$ cat src/sdcf_pkg.sv
// Purpose: constants and carriers for the sigma-delta filter and calibration control
// Assumes: one clock domain, plain register port
// Notes:   offsets are word indices on the register port
package sdcf_pkg;
  // ****************************************************************
  // register map
  // ****************************************************************
  localparam logic [3:0] SDCF_OFS_MODE   = 4'h0;
  localparam logic [3:0] SDCF_OFS_STAT   = 4'h1;
  localparam logic [3:0] SDCF_OFS_DECIM  = 4'h2;
  localparam logic [3:0] SDCF_OFS_REFSEL = 4'h3;
  localparam logic [3:0] SDCF_OFS_DATA0  = 4'h4;
  localparam logic [3:0] SDCF_OFS_DATA1  = 4'h5;
  localparam logic [3:0] SDCF_OFS_OFF0   = 4'h6;
  localparam logic [3:0] SDCF_OFS_GAIN0  = 4'h7;
  localparam logic [3:0] SDCF_OFS_OFF1   = 4'h8;
  localparam logic [3:0] SDCF_OFS_GAIN1  = 4'h9;
  // mode register fields
  localparam int SDCF_MODE_MD_LSB   = 0;
  localparam int SDCF_MODE_CHOP_BIT = 3;
  localparam int SDCF_MODE_EN0_BIT  = 4;
  localparam int SDCF_MODE_EN1_BIT  = 5;
  localparam int SDCF_MODE_N60_BIT  = 6;
  // status register fields
  localparam int SDCF_ST_RDY0_BIT  = 0;
  localparam int SDCF_ST_RDY1_BIT  = 1;
  localparam int SDCF_ST_MISS_BIT  = 2;
  localparam int SDCF_ST_PRIMARY_CAL_ERROR_BIT  = 3;
  localparam int SDCF_ST_AUX_CAL_ERROR_BIT  = 4;
  localparam int SDCF_ST_MISS0_BIT = 5;
  localparam int SDCF_ST_MISS1_BIT = 6;
  // mode field codes
  localparam logic [2:0] SDCF_MD_IDLE   = 3'h0;
  localparam logic [2:0] SDCF_MD_INT_ZS = 3'h4;
  localparam logic [2:0] SDCF_MD_INT_FS = 3'h5;
  localparam logic [2:0] SDCF_MD_SYS_ZS = 3'h6;
  localparam logic [2:0] SDCF_MD_SYS_FS = 3'h7;
  // decimation limits, reset values, datapath codes and factory load length
  localparam logic [7:0]  SDCF_DECIM_MIN      = 8'h03;
  localparam logic [7:0]  SDCF_DECIM_CHOP_MIN = 8'h0d;
  localparam logic [7:0]  SDCF_DECIM_RST      = 8'h45;
  localparam logic [7:0]  SDCF_MODE_RST       = 8'h00;
  localparam logic [23:0] SDCF_MIDSCALE       = 24'h800000;
  localparam logic [23:0] SDCF_UNITY_GAIN     = 24'h400000;
  localparam logic [23:0] SDCF_CLAMP_CODE     = 24'hffffff;
  localparam int SDCF_FACT_TICKS = 2;

  typedef struct packed {
    logic [3:0]  addr;
    logic [23:0] wdata;
    logic        wr;
    logic        rd;
  } sdcf_bus_s;

  typedef struct packed {
    logic [23:0] off;
    logic [23:0] gain;
  } sdcf_coef_s;
endpackage : sdcf_pkg

$ cat src/sdcf_ctrl.sv
// Purpose: decimation, chop averaging, reference watch and calibration control
// Assumes: filter words arrive as one-cycle strobes per converter
// Notes:   analog modulator and sinc datapath sit outside this block
// Behaviour
// - missing main reference sets flag, clamps results, blocks calibration coefficient updates.
// - validity watch looks only at main reference pins, never the second.
// - reference lost during calibration suppresses coefficient write, sets converter error.
// - reference lost mid-calibration ends it at once with no write.
// - chop off: decimation word 3 to 255 used directly.
// - chop on: decimation words below 13 act as 13, top 255.
// - mode bit 6 enables the fixed 60 Hz notch.
// - calibration runs at the software decimation word, no special rate.
// - chop on: swap inputs, average each filter word with previous one.
// - mode bit 3 set disables chopping, clear keeps it active.
// - after reset factory coefficients load into each converter's calibration registers.
// - a software calibration overwrites the factory coefficients.
// - zero-scale result goes to offset, full-scale result to gain.
// - internal calibration connects inputs internally; system calibration uses applied voltage.
// - correction subtracts offset first, then multiplies by normalised gain.
// - calibration end shown by per-converter ready bit in status.
// - mode 100B starts internal zero-scale, 101B internal full-scale.
// - internal full-scale uses reference at gain 1; redo zero-scale afterwards.
// - mode 110B starts system zero-scale, 111B system full-scale.
// - bipolar zero-scale point maps to mid-scale code 800000H.
`timescale 1ns/1ps
`default_nettype none
module sdcf_ctrl #(
  parameter int NCONV = 2
) (
  // clock and reset
  input  wire logic                   ref_clk,
  input  wire logic                   resetn,
  // register port
  input  wire sdcf_pkg::sdcf_bus_s    bus,
  output logic [23:0]                 rdata,
  // factory coefficient store
  input  wire sdcf_pkg::sdcf_coef_s   fact_coef [NCONV],
  // reference detector
  input  wire logic                   main_ref_ok,
  input  wire logic                   second_ref_ok,
  // filter side
  input  wire logic [NCONV-1:0]       filt_valid,
  input  wire logic [23:0]            filt_word [NCONV],
  input  wire logic                   bipolar,
  // modulator control
  output logic [7:0]                  decim_factor,
  output logic                        notch60_enable,
  output logic                        chop_swap,
  output logic                        cal_int_input,
  output logic                        cal_fs_gain1,
  output logic [NCONV-1:0]            conv_enable
);
  import sdcf_pkg::*;

  // ****************************************************************
  // state and registers
  // ****************************************************************
  typedef enum logic [1:0] {SDCF_LOAD, SDCF_RUN, SDCF_CAL} sdcf_state_e;
  sdcf_state_e state_r, state_nxt;

  logic [7:0]        converter_mode_reg;
  logic [7:0]        decimation_word;
  logic [1:0]        ref_source_select;
  logic [NCONV-1:0]  conversion_ready_bits;
  logic [NCONV-1:0]  cal_err_r;
  logic [NCONV-1:0]  miss_conv_r;
  logic              ref_missing_flag;
  logic [23:0]       data_r [NCONV];
  logic [23:0]       prev_r [NCONV];
  logic [23:0]       off_r  [NCONV];
  logic [23:0]       gain_r [NCONV];
  logic [NCONV-1:0]  cal_tgt_r;
  logic [2:0]        cal_md_r;
  logic [1:0]        load_cnt_r;
  logic              swap_r;

  // ****************************************************************
  // decode
  // ****************************************************************
  wire       wr_mode   = bus.wr && (bus.addr == SDCF_OFS_MODE);
  wire       wr_decim  = bus.wr && (bus.addr == SDCF_OFS_DECIM);
  wire       wr_refsel = bus.wr && (bus.addr == SDCF_OFS_REFSEL);
  wire [2:0] wr_md     = bus.wdata[SDCF_MODE_MD_LSB +: 3];
  wire       wr_is_cal = wr_mode && wr_md[2];
  wire [2:0] cur_md    = converter_mode_reg[SDCF_MODE_MD_LSB +: 3];
  wire       chop_on   = !converter_mode_reg[SDCF_MODE_CHOP_BIT];
  wire [NCONV-1:0] en_v = converter_mode_reg[SDCF_MODE_EN0_BIT +: NCONV];
  wire [NCONV-1:0] wr_en_v = bus.wdata[SDCF_MODE_EN0_BIT +: NCONV];
  wire       ref_bad   = !main_ref_ok;
  wire       unused_ok = second_ref_ok;

  // chop-off clamp to floor of 3
  wire [7:0] decim_lo  = (decimation_word < SDCF_DECIM_MIN) ? SDCF_DECIM_MIN : decimation_word;
  wire [7:0] decim_ch  = (decimation_word < SDCF_DECIM_CHOP_MIN) ? SDCF_DECIM_CHOP_MIN
                                                                : decimation_word;
  assign decim_factor   = chop_on ? decim_ch : decim_lo;
  assign notch60_enable = converter_mode_reg[SDCF_MODE_N60_BIT];
  assign chop_swap      = chop_on && swap_r;
  assign conv_enable    = en_v;
  assign cal_int_input  = (state_r == SDCF_CAL) && !cal_md_r[1];
  assign cal_fs_gain1   = (state_r == SDCF_CAL) && (cal_md_r == SDCF_MD_INT_FS);

  // ****************************************************************
  // per-converter datapath
  // ****************************************************************
  logic [23:0] avg_w  [NCONV];
  logic [23:0] corr_w [NCONV];
  logic [NCONV-1:0] cal_done_w;
  genvar g;
  generate
    for (g = 0; g < NCONV; g++) begin : g_conv
      wire [24:0] sum  = {1'b0, filt_word[g]} + {1'b0, prev_r[g]};
      wire [23:0] raw  = chop_on ? sum[24:1] : filt_word[g];
      wire [24:0] base = bipolar ? {1'b0, SDCF_MIDSCALE} : 25'h0000000;
      wire [24:0] dif  = {1'b0, raw} - {1'b0, off_r[g]};
      // full signed product, gain 1.0 sits at bit 22
      wire signed [49:0] dif_x  = 50'($signed(dif));
      wire signed [49:0] gain_x = 50'($signed({1'b0, gain_r[g]}));
      wire [49:0] prod = dif_x * gain_x;
      wire [24:0] scl  = prod[46:22] + base;
      assign avg_w[g]  = raw;
      // result below zero floors at code 0
      assign corr_w[g] = scl[24] ? 24'h000000 : scl[23:0];
      assign cal_done_w[g] = (state_r == SDCF_CAL) && cal_tgt_r[g] && filt_valid[g];

      always_ff @(posedge ref_clk or negedge resetn) begin
        if (!resetn) begin
          prev_r[g] <= 24'h000000;
          data_r[g] <= 24'h000000;
        end else if (filt_valid[g]) begin
          prev_r[g] <= filt_word[g];
          data_r[g] <= ref_bad ? SDCF_CLAMP_CODE : corr_w[g];
        end
      end

      always_ff @(posedge ref_clk or negedge resetn) begin
        if (!resetn) begin
          off_r[g]  <= 24'h000000;
          gain_r[g] <= SDCF_UNITY_GAIN;
        end else if (state_r == SDCF_LOAD) begin
          off_r[g]  <= fact_coef[g].off;
          gain_r[g] <= fact_coef[g].gain;
        end else if (cal_done_w[g] && !ref_bad) begin
          if (!cal_md_r[0]) begin
            off_r[g] <= avg_w[g];
          end else begin
            gain_r[g] <= avg_w[g];
          end
        end
      end
    end
  endgenerate

  // ****************************************************************
  // sequencing
  // ****************************************************************
  wire cal_any_done = |cal_done_w;
  always_comb begin
    state_nxt = state_r;
    case (state_r)
      SDCF_LOAD: begin
        if (load_cnt_r == 2'(SDCF_FACT_TICKS - 1)) state_nxt = SDCF_RUN;
      end
      SDCF_RUN: begin
        if (wr_is_cal && (|(wr_en_v & {NCONV{1'b1}}))) state_nxt = SDCF_CAL;
      end
      SDCF_CAL: begin
        if (ref_bad || cal_any_done) state_nxt = SDCF_RUN;
      end
      default: state_nxt = SDCF_RUN;
    endcase
  end

  always_ff @(posedge ref_clk or negedge resetn) begin
    if (!resetn) begin
      state_r    <= SDCF_LOAD;
      load_cnt_r <= 2'h0;
      cal_md_r   <= SDCF_MD_IDLE;
      cal_tgt_r  <= '0;
      swap_r     <= 1'b0;
    end else begin
      state_r    <= state_nxt;
      load_cnt_r <= (state_r == SDCF_LOAD) ? load_cnt_r + 2'h1 : 2'h0;
      if (state_r == SDCF_RUN && state_nxt == SDCF_CAL) begin
        cal_md_r  <= wr_md;
        cal_tgt_r <= wr_en_v;
      end
      if (|filt_valid) swap_r <= !swap_r;
    end
  end

  // ****************************************************************
  // registers and status
  // ****************************************************************
  wire cal_leave = (state_r == SDCF_CAL) && (state_nxt == SDCF_RUN);
  always_ff @(posedge ref_clk or negedge resetn) begin
    if (!resetn) begin
      converter_mode_reg <= SDCF_MODE_RST;
      decimation_word    <= SDCF_DECIM_RST;
      ref_source_select  <= 2'h0;
    end else begin
      if (wr_mode) converter_mode_reg <= bus.wdata[7:0];
      else if (cal_leave) converter_mode_reg[SDCF_MODE_MD_LSB +: 3] <= SDCF_MD_IDLE;
      if (wr_decim) decimation_word <= bus.wdata[7:0];
      if (wr_refsel) ref_source_select <= bus.wdata[1:0];
    end
  end

  wire rd_stat = bus.rd && (bus.addr == SDCF_OFS_STAT);
  always_ff @(posedge ref_clk or negedge resetn) begin
    if (!resetn) begin
      conversion_ready_bits <= '0;
      cal_err_r             <= '0;
      miss_conv_r           <= '0;
      ref_missing_flag      <= 1'b0;
    end else begin
      ref_missing_flag <= ref_bad;
      // ready set wins over read clear
      conversion_ready_bits <= (rd_stat ? '0 : conversion_ready_bits)
                             | ((state_r == SDCF_CAL) ? cal_done_w : filt_valid);
      // error on reference loss in calibration
      cal_err_r <= (wr_is_cal ? '0 : cal_err_r)
                 | (((state_r == SDCF_CAL) && ref_bad) ? cal_tgt_r : '0);
      miss_conv_r <= (rd_stat ? '0 : miss_conv_r) | (ref_bad ? filt_valid : '0);
    end
  end

  wire [23:0] stat_w = {17'h00000, miss_conv_r, cal_err_r, ref_missing_flag,
                        conversion_ready_bits};
  always_ff @(posedge ref_clk or negedge resetn) begin
    if (!resetn) begin
      rdata <= 24'h000000;
    end else if (!bus.rd) begin
      rdata <= 24'h000000;
    end else if (bus.addr == SDCF_OFS_MODE) begin
      rdata <= {16'h0000, converter_mode_reg};
    end else if (bus.addr == SDCF_OFS_STAT) begin
      rdata <= stat_w;
    end else if (bus.addr == SDCF_OFS_DECIM) begin
      rdata <= {16'h0000, decimation_word};
    end else if (bus.addr == SDCF_OFS_REFSEL) begin
      rdata <= {22'h000000, ref_source_select};
    end else if (bus.addr == SDCF_OFS_DATA0) begin
      rdata <= data_r[0];
    end else if (bus.addr == SDCF_OFS_DATA1) begin
      rdata <= data_r[NCONV-1];
    end else if (bus.addr == SDCF_OFS_OFF0) begin
      rdata <= off_r[0];
    end else if (bus.addr == SDCF_OFS_GAIN0) begin
      rdata <= gain_r[0];
    end else if (bus.addr == SDCF_OFS_OFF1) begin
      rdata <= off_r[NCONV-1];
    end else if (bus.addr == SDCF_OFS_GAIN1) begin
      rdata <= gain_r[NCONV-1];
    end else begin
      rdata <= 24'h000000;
    end
  end
endmodule : sdcf_ctrl
`default_nettype wire

$ cat config.mk
export PLATFORM = sky130hd
export DESIGN_NAME = sdcf_ctrl
export DESIGN_NICKNAME = d
export VERILOG_FILES = /design/src/sdcf_pkg.sv /design/src/sdcf_ctrl.sv
export SDC_FILE = /design/constraint.sdc
export NUM_CORES = 2
export LEC_CHECK = 0
export ABC_AREA = 1
export BUFFER_PORTS_ARGS = -buffer_cell sky130_fd_sc_hd__buf_2
export CORE_MARGIN = 1
export CORE_UTILIZATION = 52
export CTS_CLUSTER_SIZE = 12
export DETAILED_ROUTE_END_ITERATION = 10
export HOLD_SLACK_MARGIN = 0.1
export PLACE_DENSITY = 0.69
export SYNTH_ARGS = -nofsm -noshare
export SYNTH_HDL_FRONTEND = slang
export SYNTH_SLANG_ARGS = --single-unit
$ cat constraint.sdc
create_clock -name ref_clk -period 11.28 [get_ports ref_clk]
set_input_delay 1.692 -clock ref_clk [delete_from_list [all_inputs] [get_ports ref_clk]]
set_output_delay 1.692 -clock ref_clk [all_outputs]
set_load 0.005 [all_outputs]
==> flow_summary.yaml <==
synth:
  syn-cell-area_sq_um: 59830
  synth_top_area_share: 0.4029
  netlist_top_cells_area: "fa_1 (40%), inv_1 (12%), dfrtp_1 (10%)"
  synth_edf_count: 0
  synth-seq-area-share: 0.1051
  synth_top_cell_by_area: "fa_1"
  synthFlopType: "dfrtp_1"
  synth.distinct_cells: 60
  async_flop_share: 1.000
  avgSynthCellArea_sq_um: 7.871
  ys_ff_latch: 251
  syn_inst: 7601
  yosysWarningCount: 0
  syn_nets: 9349
worst_setup_path:
  cpMostUsedCell: "inv_1"
  r2r_slack_ps: 290
  critPathMaxStageDelay_ps: 560
  crit_fanout: 6
  cpMaxStageDelayCell: "fa_2"
  worstPathRequired_ps: 11680
  worst_setup_path_end_kind: "flip-flop"
  crit_arrival_ps: 12130
  reg2reg_from: "prev_r[24]$_DFFE_PN0P_"
  cp-start-kind: "primary input"
  cp-startpoint: "filt_word[24]"
  crit_type: "primary input to flip-flop"
timing:
  setup_ws_ps: -452.2
  fin_crit_sh: 1.040
  min_period_ps: 11730
  hold_ws_ps: 451.5
  slew_viol_final: 0
  skew_ps: 33.16
  setup_total_negative_slack_ps: -11580
  setup_violations: 48
  rsz0062_at_grt: "true"
  hold_viol: 0
  relSlewSlack: 0.1409
  max_freq_mhz: 85.24
  tightest_slew_ps: 1281
clocking:
  cts_sinks: 251
  cts_htree_levels: 1
  cts.path.max_buffers: 3
  root_buffer: "clkbuf_16"
  cts_tree: "yes"
  cts_buffers: 30
  clk_pin_slew_ps: 70
  clk_latency_ps: 600
cells_and_area:
  drive_gt1_frac: 0.2296
  final_cell_mix: "inv_1 (1795), nand2_1 (1296), fa_1 (1170), buf_4 (1068), nor2_1 (800)"
  fin_nets: 10431
  fin_area_sq_um: 74460
  fillers: 9646
  stdcell_count: 10227
  syn2layout_area_growth_pct: 24.46
  final_common_cell: "inv_1"
route:
  drc_errors: 0
  drt-total-wl_mm: 220.2
  avgViaCountPerCell: 5.523
  drt-initial-drc-count: 5636
  antenna_left: 0
  vias: 56484
  dr.pass1.iters: 6
  wl_per_cell_um: 21.53
run_status:
  violations: "setup timing"
  status: "finished, violations left"
place:
  place_area_sq_um: 69810
  gp_congestion: 1.030
  dpl.cell_count: 10071
  numPortBuffers: 201
  hpwl_mm: 178.7
global_routing:
  grt_max_degree: 114
  grt_pass1_wl_mm: 329.2
  antenna_found_initial: 9
  grt_usage: 0.3748
  grt_pass1_vias: 56395
  overflow: 0
worst_hold_path:
  hp-start: "load_cnt_r[0]$_DFF_PN0_"
  hold_path.class: "flip-flop to flip-flop"
floorplan:
  die_h_um: 341.2
  coreArea_sq_um: 114200
  initial_core_util: 0.5239
  die_area_sq_um: 116400
  fp.dieW_um: 341.2
  io_pins: 219
  rows: 124
job:
  maxCapViolCount: 0
-- synth_stat cells, types with 3 or more instances --
library cell	number
xnor2_1	42
o211ai_1	14
o21bai_1	19
inv_1	1874
a31oi_1	40
clkinv_1	24
nand2_1	1396
o21ai_1	8
nand2_2	5
o22ai_1	11
buf_1	14
buf_6	3
mux2_2	23
a21boi_0	8
a221oi_1	3
nor4_1	12
ha_1	363
nor2_2	3
a21oi_1	340
fa_1	1204
nand3b_1	3
dfstp_2	5
inv_2	5
o221ai_1	45
and2_1	3
a22oi_1	62
or2_2	58
nand3_1	191
buf_4	10
a211oi_1	16
xor2_1	60
o21ai_0	253
dfrtp_1	246
buf_2	17
nand4_1	39
nor2_1	854
o21a_1	12
mux2i_1	3
clkbuf_1	240
a21o_1	22
nor3_1	27
-- routing by layer --
| layer | up-vias | routed length (um) | GRT usage | share of wire |
|---|---|---|---|---|
| met5 | - | 46 | 0 | 0.00021 |
| met4 | 8 | 10900 | 0.1492 | 0.049 |
| met3 | 560 | 27640 | 0.09717 | 0.13 |
| met2 | 3168 | 95430 | 0.5592 | 0.43 |
| met1 | 27924 | 86170 | 0.5219 | 0.39 |
| li1 | 24824 | - | - | - |
-- timing repair --
action                     in CTS  in global routing
resized for setup              69                623
gates cloned                    2                  6
pin swaps                      19                275
setup endpoints to repair      48                 48
setup buffers                   3                 82
hold buffers                    0                  0
-- area by class of cell --
class	count	area (sq um)	share of cell area
Multi-Input combinational cell	5163	47840	0.6425
Inverter	1903	7188	0.09653
Timing Repair Buffer	1334	10190	0.1368
Clock inverter	13	185.2	0.002487
Antenna cell	9	22.52	0.0003025
Clock buffer	42	857.1	0.01151
Sequential cell	251	6289	0.08445
Tap cell	1512	1892	0.02541
-- metrics by stage --
step                      worst slack [ps]    util
after global routing                 -1045  0.6520
after global placement               -1369  0.6113
final                               -452.2  0.6521
after CTS                           -587.3  0.6234
after detailed placement             -1584  0.6113
after floorplan                     0.2975       -
-- logic make-up (layout without fill, tap and decap cells) --
logic type | count (synthesis) | count (layout) | share of synthesized area
fa+ha+maj | 1567 | 1567 | 0.4788
xor+xnor | 103 | 103 | 0.01520
buf+inv | 2187 | 3292 | 0.1386
compound gates | 867 | 867 | 0.08409
mux | 26 | 26 | 0.004831
simple gates | 2600 | 2600 | 0.1734
other cells | 0 | 9 | 0
flops | 251 | 251 | 0.1051
-- path summary, 6_finish.rpt --
kind                            cells past startpoint                            endpoint
worst max-delay path                               67              data_r[37]$_DFFE_PN0P_
worst min-delay path                                1             load_cnt_r[0]$_DFF_PN0_
worst max register to register                     66              data_r[37]$_DFFE_PN0P_
worst min register to register                      1             load_cnt_r[0]$_DFF_PN0_
max in group asynchronous                           2               data_r[2]$_DFFE_PN0P_
min in group asynchronous                           1  conversion_ready_bits[1]$_DFF_PN0_
-- worst max-delay path: cells and delay by family --
family,cells,cell delay (ps)
simple gates,26,2540
buf+inv,19,1650
fa+ha+maj,11,4700
compound gates,8,1070
xor+xnor,3,460
Power is not shown: default switching activity piles up to over one toggle a cycle in this logic, so the estimate is an artifact.
